`src/hw/bfs_pkg.sv`:
```
// Package of constants and carrier types for the backlight fault supervisor.
package bfs_pkg;

  // ****************************************
  // Register map (byte addresses)
  // ****************************************
  localparam logic [7:0] ADDR_STATUS = 8'h00;
  localparam logic [7:0] ADDR_MASK = 8'h04;
  localparam logic [7:0] ADDR_CTRL = 8'h08;
  localparam logic [7:0] ADDR_STATE = 8'h0C;
  localparam logic [7:0] ADDR_CONFIG = 8'h10;

  // ****************************************
  // Status bit positions
  // ****************************************
  localparam int NUM_FLAGS = 14;
  localparam int B_IN_LOW = 0;
  localparam int B_IN_HIGH = 1;
  localparam int B_CORE_LOW = 2;
  localparam int B_IN_OC = 3;
  localparam int B_CP = 4;
  localparam int B_CP_PART = 5;
  localparam int B_CLK_LOST = 6;
  localparam int B_CRC = 7;
  localparam int B_OV_LOW = 8;
  localparam int B_OV_HIGH = 9;
  localparam int B_BST_OC = 10;
  localparam int B_STR_RES = 11;
  localparam int B_MODE_RES = 12;
  localparam int B_FREQ_RES = 13;

  // Flags that are allowed to raise the fault interrupt.
  localparam logic [13:0] IRQ_CAPABLE = 14'h06FF;
  localparam logic [13:0] MASK_RESET = 14'h3FFF;

  // ****************************************
  // Fallback configuration values
  // ****************************************
  localparam logic [2:0] DEF_CHANNELS = 3'h4;
  localparam logic [7:0] DEF_CURRENT_MA = 8'hC8;
  localparam logic [6:0] DEF_I2C_ADDR = 7'h3A;
  localparam logic DEF_MODE_PHASE_SHIFT = 1'b0;
  localparam logic [11:0] DEF_BOOST_KHZ = 12'h190;
  localparam logic [11:0] DEF_PWM_HZ = 12'h131;

  // ****************************************
  // Timing
  // ****************************************
  localparam int CLK_HZ = 10_000_000;
  localparam int RECOVERY_MS = 100;
  localparam int BST_OC_MS = 110;
  localparam int RECOVERY_CYCLES = CLK_HZ / 1000 * RECOVERY_MS;
  localparam int BST_OC_CYCLES = CLK_HZ / 1000 * BST_OC_MS;

  typedef enum logic [2:0] {
    ST_INIT,
    ST_STANDBY,
    ST_RUN,
    ST_RECOVERY
  } bfs_state_e;

  // Comparator and detector inputs gathered as one carrier.
  typedef struct packed {
    logic in_low;
    logic in_high;
    logic core_low;
    logic in_oc;
    logic cp_bad;
    logic cp_part_missing;
    logic clk_lost;
    logic crc_error;
    logic ov_low;
    logic ov_high;
    logic fb_under;
  } bfs_sense_s;

  // Resistor detection result captured during initialization.
  typedef struct packed {
    logic str_bad;
    logic mode_bad;
    logic freq_bad;
    logic [2:0] channels;
    logic [7:0] current_ma;
    logic mode_sel;
    logic [6:0] i2c_addr;
    logic [11:0] boost_khz;
    logic [11:0] pwm_hz;
  } bfs_cfg_s;

endpackage : bfs_pkg

```
`src/hw/bfs_timer.sv`:
```
// Up counter used for the recovery hold and the boost under-voltage timer.
`timescale 1ns/1ps
`default_nettype none
module bfs_timer #(
  parameter int CYCLES = 1_000_000
) (
  input wire logic clk_in,
  input wire logic sys_rst_in,
  input wire logic run_in,
  output logic done_out
);

  localparam int W = $clog2(CYCLES + 1);

  typedef struct packed {
    logic [W-1:0] count;
    logic done;
  } bfs_timer_s;

  bfs_timer_s st;
  bfs_timer_s next_st;

  initial begin
    if (CYCLES < 2) begin
      $error("bfs_timer needs at least two cycles");
    end
  end

  // Count up while run is held; a drop of run restarts the measure.
  always_comb begin
    next_st = st;
    if (!run_in) begin
      next_st.count = '0;
      next_st.done = 1'b0;
    end else if (st.count != W'(CYCLES - 1)) begin
      next_st.count = st.count + W'(1);
    end else begin
      next_st.done = 1'b1;
    end
  end

  always_ff @(posedge clk_in) begin
    if (sys_rst_in) begin
      st <= '0;
    end else begin
      st <= next_st;
    end
  end

  assign done_out = st.done;

endmodule : bfs_timer
`default_nettype wire

```
`src/hw/bfs_cfg_latch.sv`:
```
// Initialization-time resistor check with fallback configuration.
`timescale 1ns/1ps
`default_nettype none
module bfs_cfg_latch (
  input wire logic clk_in,
  input wire logic sys_rst_in,
  input wire logic capture_in,
  input wire logic str_valid_in,
  input wire logic [2:0] str_channels_in,
  input wire logic [7:0] str_current_in,
  input wire logic mode_valid_in,
  input wire logic mode_sel_in,
  input wire logic [6:0] mode_addr_in,
  input wire logic boost_freq_valid_in,
  input wire logic [11:0] boost_freq_in,
  input wire logic dimming_freq_valid_in,
  input wire logic [11:0] dimming_freq_in,
  output bfs_pkg::bfs_cfg_s cfg_out
);

  bfs_pkg::bfs_cfg_s st;
  bfs_pkg::bfs_cfg_s next_st;

  // Resistors are only looked at on capture; later changes are ignored.
  always_comb begin
    next_st = st;
    if (capture_in) begin
      next_st.str_bad = !str_valid_in;
      next_st.channels = str_valid_in ? str_channels_in : bfs_pkg::DEF_CHANNELS;
      next_st.current_ma = str_valid_in ? str_current_in : bfs_pkg::DEF_CURRENT_MA;
      next_st.mode_bad = !mode_valid_in;
      next_st.mode_sel = mode_valid_in ? mode_sel_in : bfs_pkg::DEF_MODE_PHASE_SHIFT;
      next_st.i2c_addr = mode_valid_in ? mode_addr_in : bfs_pkg::DEF_I2C_ADDR;
      next_st.freq_bad = !(boost_freq_valid_in && dimming_freq_valid_in);
      next_st.boost_khz = boost_freq_valid_in ? boost_freq_in : bfs_pkg::DEF_BOOST_KHZ;
      next_st.pwm_hz = dimming_freq_valid_in ? dimming_freq_in : bfs_pkg::DEF_PWM_HZ;
    end
  end

  always_ff @(posedge clk_in) begin
    if (sys_rst_in) begin
      st <= '{default: '0};
    end else begin
      st <= next_st;
    end
  end

  assign cfg_out = st;

endmodule : bfs_cfg_latch
`default_nettype wire

```
`src/hw/bfs_supervisor.sv`:
```
// Top of the backlight fault supervisor with its Wishbone register slave.
//
// Our own choices: the Wishbone register port and the register addresses.
`timescale 1ns/1ps
`default_nettype none

// Operation
// - Input below lockout level: flag, interrupt, standby until input recovers.
// - Input above over-voltage level: flag, interrupt, standby until it falls.
// - Core supply low: flag, interrupt, no recovery, restart when supply returns.
// - Input over-current: flag, interrupt, recovery, restart 100 ms later.
// - Charge pump abnormal: flag, interrupt, recovery then restart after delay.
// - Pump parts missing: flag, interrupt, pump off, pump fault flagged, keep running.
// - Sync clock lost after valid start: flag, interrupt, use internal clock.
// - After fallback, sync input high enables spread spectrum, low disables it.
// - Defaults load check error: flag, interrupt, keep running.
// - Low boost over-voltage: flag only, boost pauses, stay in normal mode.
// - High boost over-voltage: flag, interrupt, recovery until output falls.
// - Feedback under level for 110 ms: flag, interrupt, recovery, restart 100 ms.
// - Bad string resistor: flag only, default four channels at 200 mA.
// - Bad mode resistor: flag only, default phase-shift mode, address 0x3A.
// - Bad frequency resistor: flag only, default 400 kHz boost, 305 Hz dimming.
// - Recovery keeps drivers off 100 ms, restarts if enabled and brightness set.
// - Resistors checked only at initialization; chosen configuration is kept.
module bfs_supervisor #(
  parameter int RECOVERY_CYCLES = bfs_pkg::RECOVERY_CYCLES,
  parameter int BST_OC_CYCLES = bfs_pkg::BST_OC_CYCLES
) (
  input wire logic clk_in,
  input wire logic sys_rst_in,
  input wire logic wb_cyc_in,
  input wire logic wb_stb_in,
  input wire logic wb_we_in,
  input wire logic [7:0] wb_adr_in,
  input wire logic [3:0] wb_sel_in,
  input wire logic [31:0] wb_dat_in,
  output logic [31:0] wb_dat_out,
  output logic wb_ack_out,
  input wire bfs_pkg::bfs_sense_s sense_in,
  input wire logic boost_clock_sync_input,
  input wire logic enable_in,
  input wire logic brightness_nonzero_in,
  input wire logic init_done_in,
  input wire logic str_valid_in,
  input wire logic [2:0] str_channels_in,
  input wire logic [7:0] str_current_in,
  input wire logic mode_valid_in,
  input wire logic mode_sel_in,
  input wire logic [6:0] mode_addr_in,
  input wire logic boost_freq_valid_in,
  input wire logic [11:0] boost_freq_in,
  input wire logic dimming_freq_valid_in,
  input wire logic [11:0] dimming_freq_in,
  output logic irq_out,
  output logic power_on_out,
  output logic boost_switch_out,
  output logic charge_pump_on_out,
  output logic internal_clock_out,
  output logic spread_spectrum_out,
  output bfs_pkg::bfs_cfg_s cfg_out
);

  initial begin
    if (RECOVERY_CYCLES < 2 || BST_OC_CYCLES < 2) begin
      $error("bfs_supervisor timer counts must be at least two");
    end
  end

  // ****************************************
  // State
  // ****************************************
  typedef struct packed {
    bfs_pkg::bfs_state_e fsm;
    logic [13:0] status;
    logic [13:0] mask;
    logic cp_disabled;
    logic clk_fallback;
    logic sync_seen;
    logic hold_restart;
    logic [31:0] rdata;
    logic ack;
    logic irq;
    logic power_on;
    logic boost_sw;
    logic cp_on;
    logic ss_on;
    bfs_pkg::bfs_cfg_s cfg;
  } bfs_top_s;

  bfs_top_s st;
  bfs_top_s next_st;
  bfs_pkg::bfs_cfg_s cfg_now;
  logic rec_done;
  logic fb_timeout;

  // Capture happens once when initialization completes.
  bfs_cfg_latch u_cfg (
    .clk_in(clk_in),
    .sys_rst_in(sys_rst_in),
    .capture_in(st.fsm == bfs_pkg::ST_INIT && init_done_in),
    .str_valid_in(str_valid_in),
    .str_channels_in(str_channels_in),
    .str_current_in(str_current_in),
    .mode_valid_in(mode_valid_in),
    .mode_sel_in(mode_sel_in),
    .mode_addr_in(mode_addr_in),
    .boost_freq_valid_in(boost_freq_valid_in),
    .boost_freq_in(boost_freq_in),
    .dimming_freq_valid_in(dimming_freq_valid_in),
    .dimming_freq_in(dimming_freq_in),
    .cfg_out(cfg_now)
  );

  // Recovery hold timer runs for the whole stay in recovery.
  bfs_timer #(.CYCLES(RECOVERY_CYCLES)) u_rec (
    .clk_in(clk_in),
    .sys_rst_in(sys_rst_in),
    .run_in(st.fsm == bfs_pkg::ST_RECOVERY),
    .done_out(rec_done)
  );

  // Feedback under-level timer is only meaningful while the boost runs.
  bfs_timer #(.CYCLES(BST_OC_CYCLES)) u_fb (
    .clk_in(clk_in),
    .sys_rst_in(sys_rst_in),
    .run_in(st.fsm == bfs_pkg::ST_RUN && sense_in.fb_under),
    .done_out(fb_timeout)
  );

  // Keep the register data aligned to the flag width.
  function automatic logic [31:0] widen(input logic [13:0] v);
    widen = {18'h0_0000, v};
  endfunction : widen

  // ****************************************
  // Next-state logic
  // ****************************************
  logic [13:0] events;
  logic recover_now;
  logic standby_now;
  logic rd_hit;
  logic wr_hit;

  always_comb begin
    next_st = st;
    events = '0;
    events[bfs_pkg::B_IN_LOW] = sense_in.in_low;
    events[bfs_pkg::B_IN_HIGH] = sense_in.in_high;
    events[bfs_pkg::B_CORE_LOW] = sense_in.core_low;
    events[bfs_pkg::B_IN_OC] = sense_in.in_oc;
    events[bfs_pkg::B_CP] = sense_in.cp_bad || sense_in.cp_part_missing;
    events[bfs_pkg::B_CP_PART] = sense_in.cp_part_missing;
    // Loss only counts once a valid external clock was seen at start.
    events[bfs_pkg::B_CLK_LOST] = st.sync_seen && sense_in.clk_lost;
    events[bfs_pkg::B_CRC] = sense_in.crc_error;
    events[bfs_pkg::B_OV_LOW] = sense_in.ov_low;
    events[bfs_pkg::B_OV_HIGH] = sense_in.ov_high;
    events[bfs_pkg::B_BST_OC] = fb_timeout;
    if (st.fsm == bfs_pkg::ST_INIT && init_done_in) begin
      events[bfs_pkg::B_STR_RES] = !str_valid_in;
      events[bfs_pkg::B_MODE_RES] = !mode_valid_in;
      events[bfs_pkg::B_FREQ_RES] = !(boost_freq_valid_in && dimming_freq_valid_in);
    end
    rd_hit = wb_cyc_in && wb_stb_in && !st.ack && !wb_we_in;
    wr_hit = wb_cyc_in && wb_stb_in && !st.ack && wb_we_in;

    // A status read clears flags, but a new event in that cycle wins.
    if (rd_hit && wb_adr_in == bfs_pkg::ADDR_STATUS) begin
      next_st.status = events;
    end else begin
      next_st.status = st.status | events;
    end
    if (wr_hit && wb_adr_in == bfs_pkg::ADDR_MASK && wb_sel_in[0]) begin
      next_st.mask[7:0] = wb_dat_in[7:0];
    end
    if (wr_hit && wb_adr_in == bfs_pkg::ADDR_MASK && wb_sel_in[1]) begin
      next_st.mask[13:8] = wb_dat_in[13:8];
    end

    // Read mux and single-cycle ack.
    next_st.ack = wb_cyc_in && wb_stb_in && !st.ack;
    next_st.rdata = 32'h0000_0000;
    if (rd_hit) begin
      case (wb_adr_in)
        bfs_pkg::ADDR_STATUS: next_st.rdata = widen(st.status);
        bfs_pkg::ADDR_MASK: next_st.rdata = widen(st.mask);
        bfs_pkg::ADDR_CTRL: next_st.rdata = {28'h000_0000, st.ss_on, st.clk_fallback,
                                             st.cp_disabled, st.boost_sw};
        bfs_pkg::ADDR_STATE: next_st.rdata = {29'h0000_0000, st.fsm};
        bfs_pkg::ADDR_CONFIG: next_st.rdata = {5'h00, cfg_now.channels, cfg_now.current_ma,
                                               cfg_now.mode_sel, cfg_now.i2c_addr,
                                               cfg_now.boost_khz[7:0]};
        default: next_st.rdata = 32'h0000_0000;
      endcase
    end

    // Faults that force standby or recovery.
    standby_now = sense_in.in_low || sense_in.in_high || sense_in.core_low;
    recover_now = sense_in.in_oc || sense_in.cp_bad || sense_in.ov_high || fb_timeout;

    // Pump parts missing turns the pump off for good but never stops the device.
    if (sense_in.cp_part_missing) begin
      next_st.cp_disabled = 1'b1;
    end
    if (events[bfs_pkg::B_CLK_LOST]) begin
      next_st.clk_fallback = 1'b1;
    end

    case (st.fsm)
      bfs_pkg::ST_INIT: begin
        if (init_done_in) begin
          next_st.fsm = bfs_pkg::ST_STANDBY;
          next_st.sync_seen = !sense_in.clk_lost;
        end
      end
      bfs_pkg::ST_STANDBY: begin
        if (!standby_now && enable_in && brightness_nonzero_in && !st.hold_restart) begin
          next_st.fsm = bfs_pkg::ST_RUN;
        end
        // Over-voltage high waits for the output to fall before a restart.
        next_st.hold_restart = sense_in.ov_high;
      end
      bfs_pkg::ST_RUN: begin
        if (standby_now) begin
          next_st.fsm = bfs_pkg::ST_STANDBY;
        end else if (recover_now) begin
          next_st.fsm = bfs_pkg::ST_RECOVERY;
        end else if (!enable_in) begin
          next_st.fsm = bfs_pkg::ST_STANDBY;
        end
      end
      bfs_pkg::ST_RECOVERY: begin
        if (rec_done) begin
          next_st.fsm = bfs_pkg::ST_STANDBY;
          next_st.hold_restart = sense_in.ov_high;
        end
      end
      default: next_st.fsm = bfs_pkg::ST_INIT;
    endcase

    // Outputs registered from the coming state.
    next_st.power_on = next_st.fsm == bfs_pkg::ST_RUN;
    // Low over-voltage pauses switching only; power stays on.
    next_st.boost_sw = next_st.power_on && !sense_in.ov_low;
    next_st.cp_on = next_st.power_on && !next_st.cp_disabled;
    next_st.ss_on = next_st.clk_fallback && boost_clock_sync_input;
    next_st.irq = |(next_st.status & next_st.mask & bfs_pkg::IRQ_CAPABLE);
    next_st.cfg = cfg_now;
  end

  always_ff @(posedge clk_in) begin
    if (sys_rst_in) begin
      st <= '{fsm: bfs_pkg::ST_INIT, mask: bfs_pkg::MASK_RESET, cfg: '{default: '0},
              default: '0};
    end else begin
      st <= next_st;
    end
  end

  assign wb_dat_out = st.rdata;
  assign wb_ack_out = st.ack;
  assign irq_out = st.irq;
  assign power_on_out = st.power_on;
  assign boost_switch_out = st.boost_sw;
  assign charge_pump_on_out = st.cp_on;
  assign internal_clock_out = st.clk_fallback;
  assign spread_spectrum_out = st.ss_on;
  assign cfg_out = st.cfg;

  // ****************************************
  // Checks
  // ****************************************
  a_undervolt_standby: assert property (@(posedge clk_in) disable iff (sys_rst_in)
    st.fsm == bfs_pkg::ST_RUN && sense_in.in_low |=> st.fsm == bfs_pkg::ST_STANDBY)
    else $error("input lockout did not force standby");
  a_overvolt_flag: assert property (@(posedge clk_in) disable iff (sys_rst_in)
    sense_in.in_high |=> st.status[bfs_pkg::B_IN_HIGH])
    else $error("input over-voltage flag not set");
  a_core_no_recovery: assert property (@(posedge clk_in) disable iff (sys_rst_in)
    st.fsm != bfs_pkg::ST_RECOVERY && sense_in.core_low && !recover_now
    |=> st.fsm != bfs_pkg::ST_RECOVERY)
    else $error("core supply low entered recovery");
  a_overcurrent_recover: assert property (@(posedge clk_in) disable iff (sys_rst_in)
    st.fsm == bfs_pkg::ST_RUN && !standby_now && sense_in.in_oc
    |=> st.fsm == bfs_pkg::ST_RECOVERY)
    else $error("input over-current did not enter recovery");
  a_pump_missing_off: assert property (@(posedge clk_in) disable iff (sys_rst_in)
    sense_in.cp_part_missing |=> !st.cp_on && st.status[bfs_pkg::B_CP])
    else $error("charge pump not disabled on missing parts");
  a_spread_follows: assert property (@(posedge clk_in) disable iff (sys_rst_in)
    st.clk_fallback && $stable(boost_clock_sync_input) |=> st.ss_on == $past(boost_clock_sync_input))
    else $error("spread spectrum does not follow sync input");
  a_ovlow_quiet: assert property (@(posedge clk_in) disable iff (sys_rst_in)
    st.fsm == bfs_pkg::ST_RUN && sense_in.ov_low |=> !st.boost_sw)
    else $error("boost kept switching under low over-voltage");
  a_recovery_hold: assert property (@(posedge clk_in) disable iff (sys_rst_in)
    st.fsm == bfs_pkg::ST_RECOVERY |-> !st.power_on && !st.boost_sw)
    else $error("power on during recovery");
  a_irq_level: assert property (@(posedge clk_in) disable iff (sys_rst_in)
    st.irq == |(st.status & st.mask & bfs_pkg::IRQ_CAPABLE))
    else $error("interrupt level mismatch");
  a_resistor_no_irq: assert property (@(posedge clk_in) disable iff (sys_rst_in)
    (st.status & bfs_pkg::IRQ_CAPABLE) == 14'h0000 |-> !st.irq)
    else $error("resistor flag raised the interrupt");

endmodule : bfs_supervisor
`default_nettype wire

```
`config.mk`:
```
export PLATFORM = sky130hd
export DESIGN_NAME = bfs_supervisor
export DESIGN_NICKNAME = d
export VERILOG_FILES = /design/src/hw/bfs_pkg.sv /design/src/hw/bfs_timer.sv /design/src/hw/bfs_cfg_latch.sv /design/src/hw/bfs_supervisor.sv
export SDC_FILE = /design/constraint.sdc
export NUM_CORES = 1
export LEC_CHECK = 0
export ABC_AREA = 1
export BUFFER_PORTS_ARGS = -buffer_cell sky130_fd_sc_hd__buf_2
export CAP_MARGIN = 40
export CORE_MARGIN = 3
export CORE_UTILIZATION = 35
export CTS_BUF_LIST = sky130_fd_sc_hd__clkbuf_4
export DETAILED_ROUTE_END_ITERATION = 7
export PLACE_DENSITY = 0.54
export SLEW_MARGIN = 20
export SYNTH_ARGS = -nofsm -noshare
export SYNTH_HDL_FRONTEND = slang
export SYNTH_SLANG_ARGS = --single-unit
```
`constraint.sdc`:
```
create_clock -name clk_in -period 3.8 [get_ports clk_in]
set_input_delay 0.76 -clock clk_in [delete_from_list [all_inputs] [get_ports clk_in]]
set_output_delay 0.76 -clock clk_in [all_outputs]
set_load 0.01 [all_outputs]
```
==> out/metrics.yaml <==
critical_path:
  start_kind: "flop"
  worst_setup_end_kind: "flop"
  crit_arrival_ns: 2.59
  criticalPathCategory: "reg -> reg"
  path_max_fanout: 12
  worstPathRequired_ns: 4.36
cells_and_area:
  filler_cell_count: 2521
  final_cell_mix: "203 x dfxtp_1, 193 x nand2_1, 170 x buf_2"
  synthToLayoutAreaGrowth_pct: 15.7
  post-route-util: 0.414
  layout_commonest_cell: "dfxtp_1"
  finish.net_count: 1332
  post_route_cells_drive_above_1_share: 0.246
  post_route_standard_cell_area_excluding_fillers_sq_um: 9770
  layout.cells.non_filler: 1584
timing:
  report.final.hold_viol_count: 0
  setup_repair_after_global_routing_missed_its_margin: "false"
  finalMaxSlewViolations: 0
  post-route-period-util: 0.536
  worstMarginPinSlew_ns: 0.752
  timing.setup.tns_ns: 0
  maxSlewHeadroom: 0.498
  clock_skew_ns: 0.0446
  fmax_mhz: 491
  setup_viol_count_final: 0
  period_minus_slack_ns: 2.04
status:
  outcome: "finished, final reports clean"
power_and_ir_drop:
  sw_frac_of_total: 0.239
  power.static_leakage_nw: 4.53
  p_clk_frac: 0.452
  ir_worst_vdd_mv: 0.160
  comb_power_share: 0.052
  power_switching_w: 0.00106
  power_frac_seq: 0.496
  design_power_total_w: 0.00442
  p_int_w: 0.00336
  power-per-cell-area_nw_per_um2: 453
clock_network:
  htree_levels: 2
  hold_buffers: 0
  max-clock-path-buffers: 3
  cts_tree: "built"
  clkTransAtPathRegs_ns: 0.07
  clock_buffer_count_from_cts: 56
  ctsRootBufferMaster: "clkbuf_4"
  worst_skew_pair.late_latency_ns: 0.67
  cts_setup_buffers: 0
  cts.sink_count: 203
  cts_repair_resize_count: 0
logic_synthesis:
  synth_top_area_frac: 0.481
  synth.distinct_cells: 49
  synth_area_leaders: "dfxtp_1 48%, nand2_1 8.6%, inv_1 7.1%"
  synthFlopType: "dfxtp_1"
  synth_fa_ha_area_frac: 0.00296
  synth-seq-cells: 203
  yosys.area_share.simple: 0.250
  synth_top_family_by_area: "simple AND/OR/NAND/NOR gates"
  synth_compound_area_frac: 0.100
  ys_seq_area_frac: 0.481
  yosys_warnings: 0
  post_synth_instance_area_sq_um: 8440
  syn_inst: 1092
  async_flop_share: 0
  syn_avg_cell_area_sq_um: 7.73
  muxShareOfSynthArea: 0
  synth_top_area_cell: "dfxtp_1"
  number_of_enable_flip_flop_cells_after_synthesis: 0
  synthXorXnorAreaFrac: 0.00519
place:
  placedInstanceArea_sq_um: 9020
  io_buffer_count: 170
  post-dp-hpwl_mm: 15.2
  place.gp.congestion: 0.782
  dp_cells: 1480
floorplan:
  die_x_um: 161
  core_area_sq_um: 23600
  initial_cell_density_of_the_core: 0.358
  io-pin-count: 196
  die-area_sq_um: 26000
  floorplan.die.height_um: 161
  std_cell_rows: 56
detailed_routing:
  detail-route-antenna-nets: 0
  drtPass1Iterations: 5
  post_drt_wl_per_cell_um: 13.3
  drc_errors: 0
  vias_per_cell: 4.42
  routed-via-count: 6999
  drtIter0Drc: 337
  wirelength_mm: 21.0
global_routing:
  overall_overflow_remaining_after_global_route: 0
  pin_count_of_the_biggest_net_entering_global_routing: 64
  grt_pass1_vias: 6768
  grt_antenna_before_repair: 3
  grt_util_all_layers: 0.160
  grt_pass1_wl_mm: 33.7
run:
  max_cap_viol_count: 0
min_path:
  hold_class: "in -> reg"
## layout make-up
cell class | instances | area, sq um | area share
sequential | 203 | 4060 | 0.416
multi-input combinational | 618 | 3050 | 0.312
timing repair buffer | 175 | 888 | 0.0909
clock buffer | 93 | 698 | 0.0715
inverter | 165 | 619 | 0.0634
tap | 319 | 399 | 0.0409
clock inverter | 10 | 48.8 | 0.00499
antenna | 1 | 2.50 | 0.000256
## routing by layer
layer  vias up  routed length, um  GRT usage
met2       195               9740      0.259
met3        43               1270     0.0392
met1      3075               9570      0.208
met5         -                 31          0
met4         4                412     0.0591
li1       3682                  -          -
## worst paths after layout
path                         start          to  slack, ns  cells past startpoint
setup / recovery        wb_ack_out     irq_out       1.76                     12
setup reg to reg        wb_ack_out     irq_out       1.76                     12
hold reg to reg   u_cfg.cfg_out[6]  cfg_out[6]       0.37                      2
hold / removal         sense_in[4]      st[85]       0.31                      2
## power by group through the flow
stage | registers, W | logic, W | clock network [W]
finish | 0.00220 | 0.000231 | 0.00200
global route | 0.00220 | 0.000262 | 0.00220
CTS | 0.00219 | 0.000235 | 0.00208
detailed placement | 0.00224 | 0.000234 | 0
global placement | 0.00224 | 0.000233 | 0
floorplan | 0.00224 | 0.000146 | 0
## through the flow
stage                     setup slack [ns]  hold slack, ns
final                                 1.76           0.314
after global placement                1.24           0.403
after CTS                             1.73           0.246
after global routing                  1.53           0.246
after detailed placement              1.23           0.408
after floorplan                       1.87           0.400
## worst max-delay path, stage by stage (launching register included)
cell,delay [ns]
dfxtp_1,0.31
inv_1,0.05
nand3_1,0.23
nor2_1,0.39
nand2_2,0.26
nand2_1,0.14
nand2_1,0.07
nand3_1,0.07
nand2_1,0.06
nor2_1,0.15
nand3_1,0.09
nand2_1,0.06
inv_1,0.04
## cell families (layout without fill, tap and decap cells)
logic type | after synthesis | in the layout
compound gates | 154 | 154
xor+xnor | 5 | 5
fa+ha+maj | 2 | 2
buf+inv | 276 | 443
flops | 203 | 203
other cells | 1 | 7
simple gates | 451 | 451
## cell usage after synthesis, types with 2 or more instances
library cell / instances
o221ai_1: 5
nor3_4: 2
o22ai_1: 6
inv_1: 159
buf_4: 79
nand3_1: 61
buf_1: 2
xor2_1: 3
nor3_1: 20
nor2_2: 6
inv_2: 6
o31ai_1: 4
nor3b_1: 4
nand2_2: 2
buf_2: 5
nand3_4: 2
a21oi_1: 50
o21ai_1: 8
o21ai_0: 61
a31oi_1: 10
nand3_2: 5
o211ai_1: 6
or2_2: 4
nor2_1: 108
ha_1: 2
nor4_1: 8
clkbuf_1: 23
xnor2_1: 2
nor2_4: 5
nand2_1: 193
nand4_1: 21
dfxtp_1: 203
## registers in the layout (all words and copies together), names as in the netlist, 20 cells and up, named ones only
register       cells
st                33
u_fb.st           21
u_cfg.cfg_out     46
cfg_out           46
wb_dat_out        27
u_rec.st          20
(Power assumes the default switching activity.)
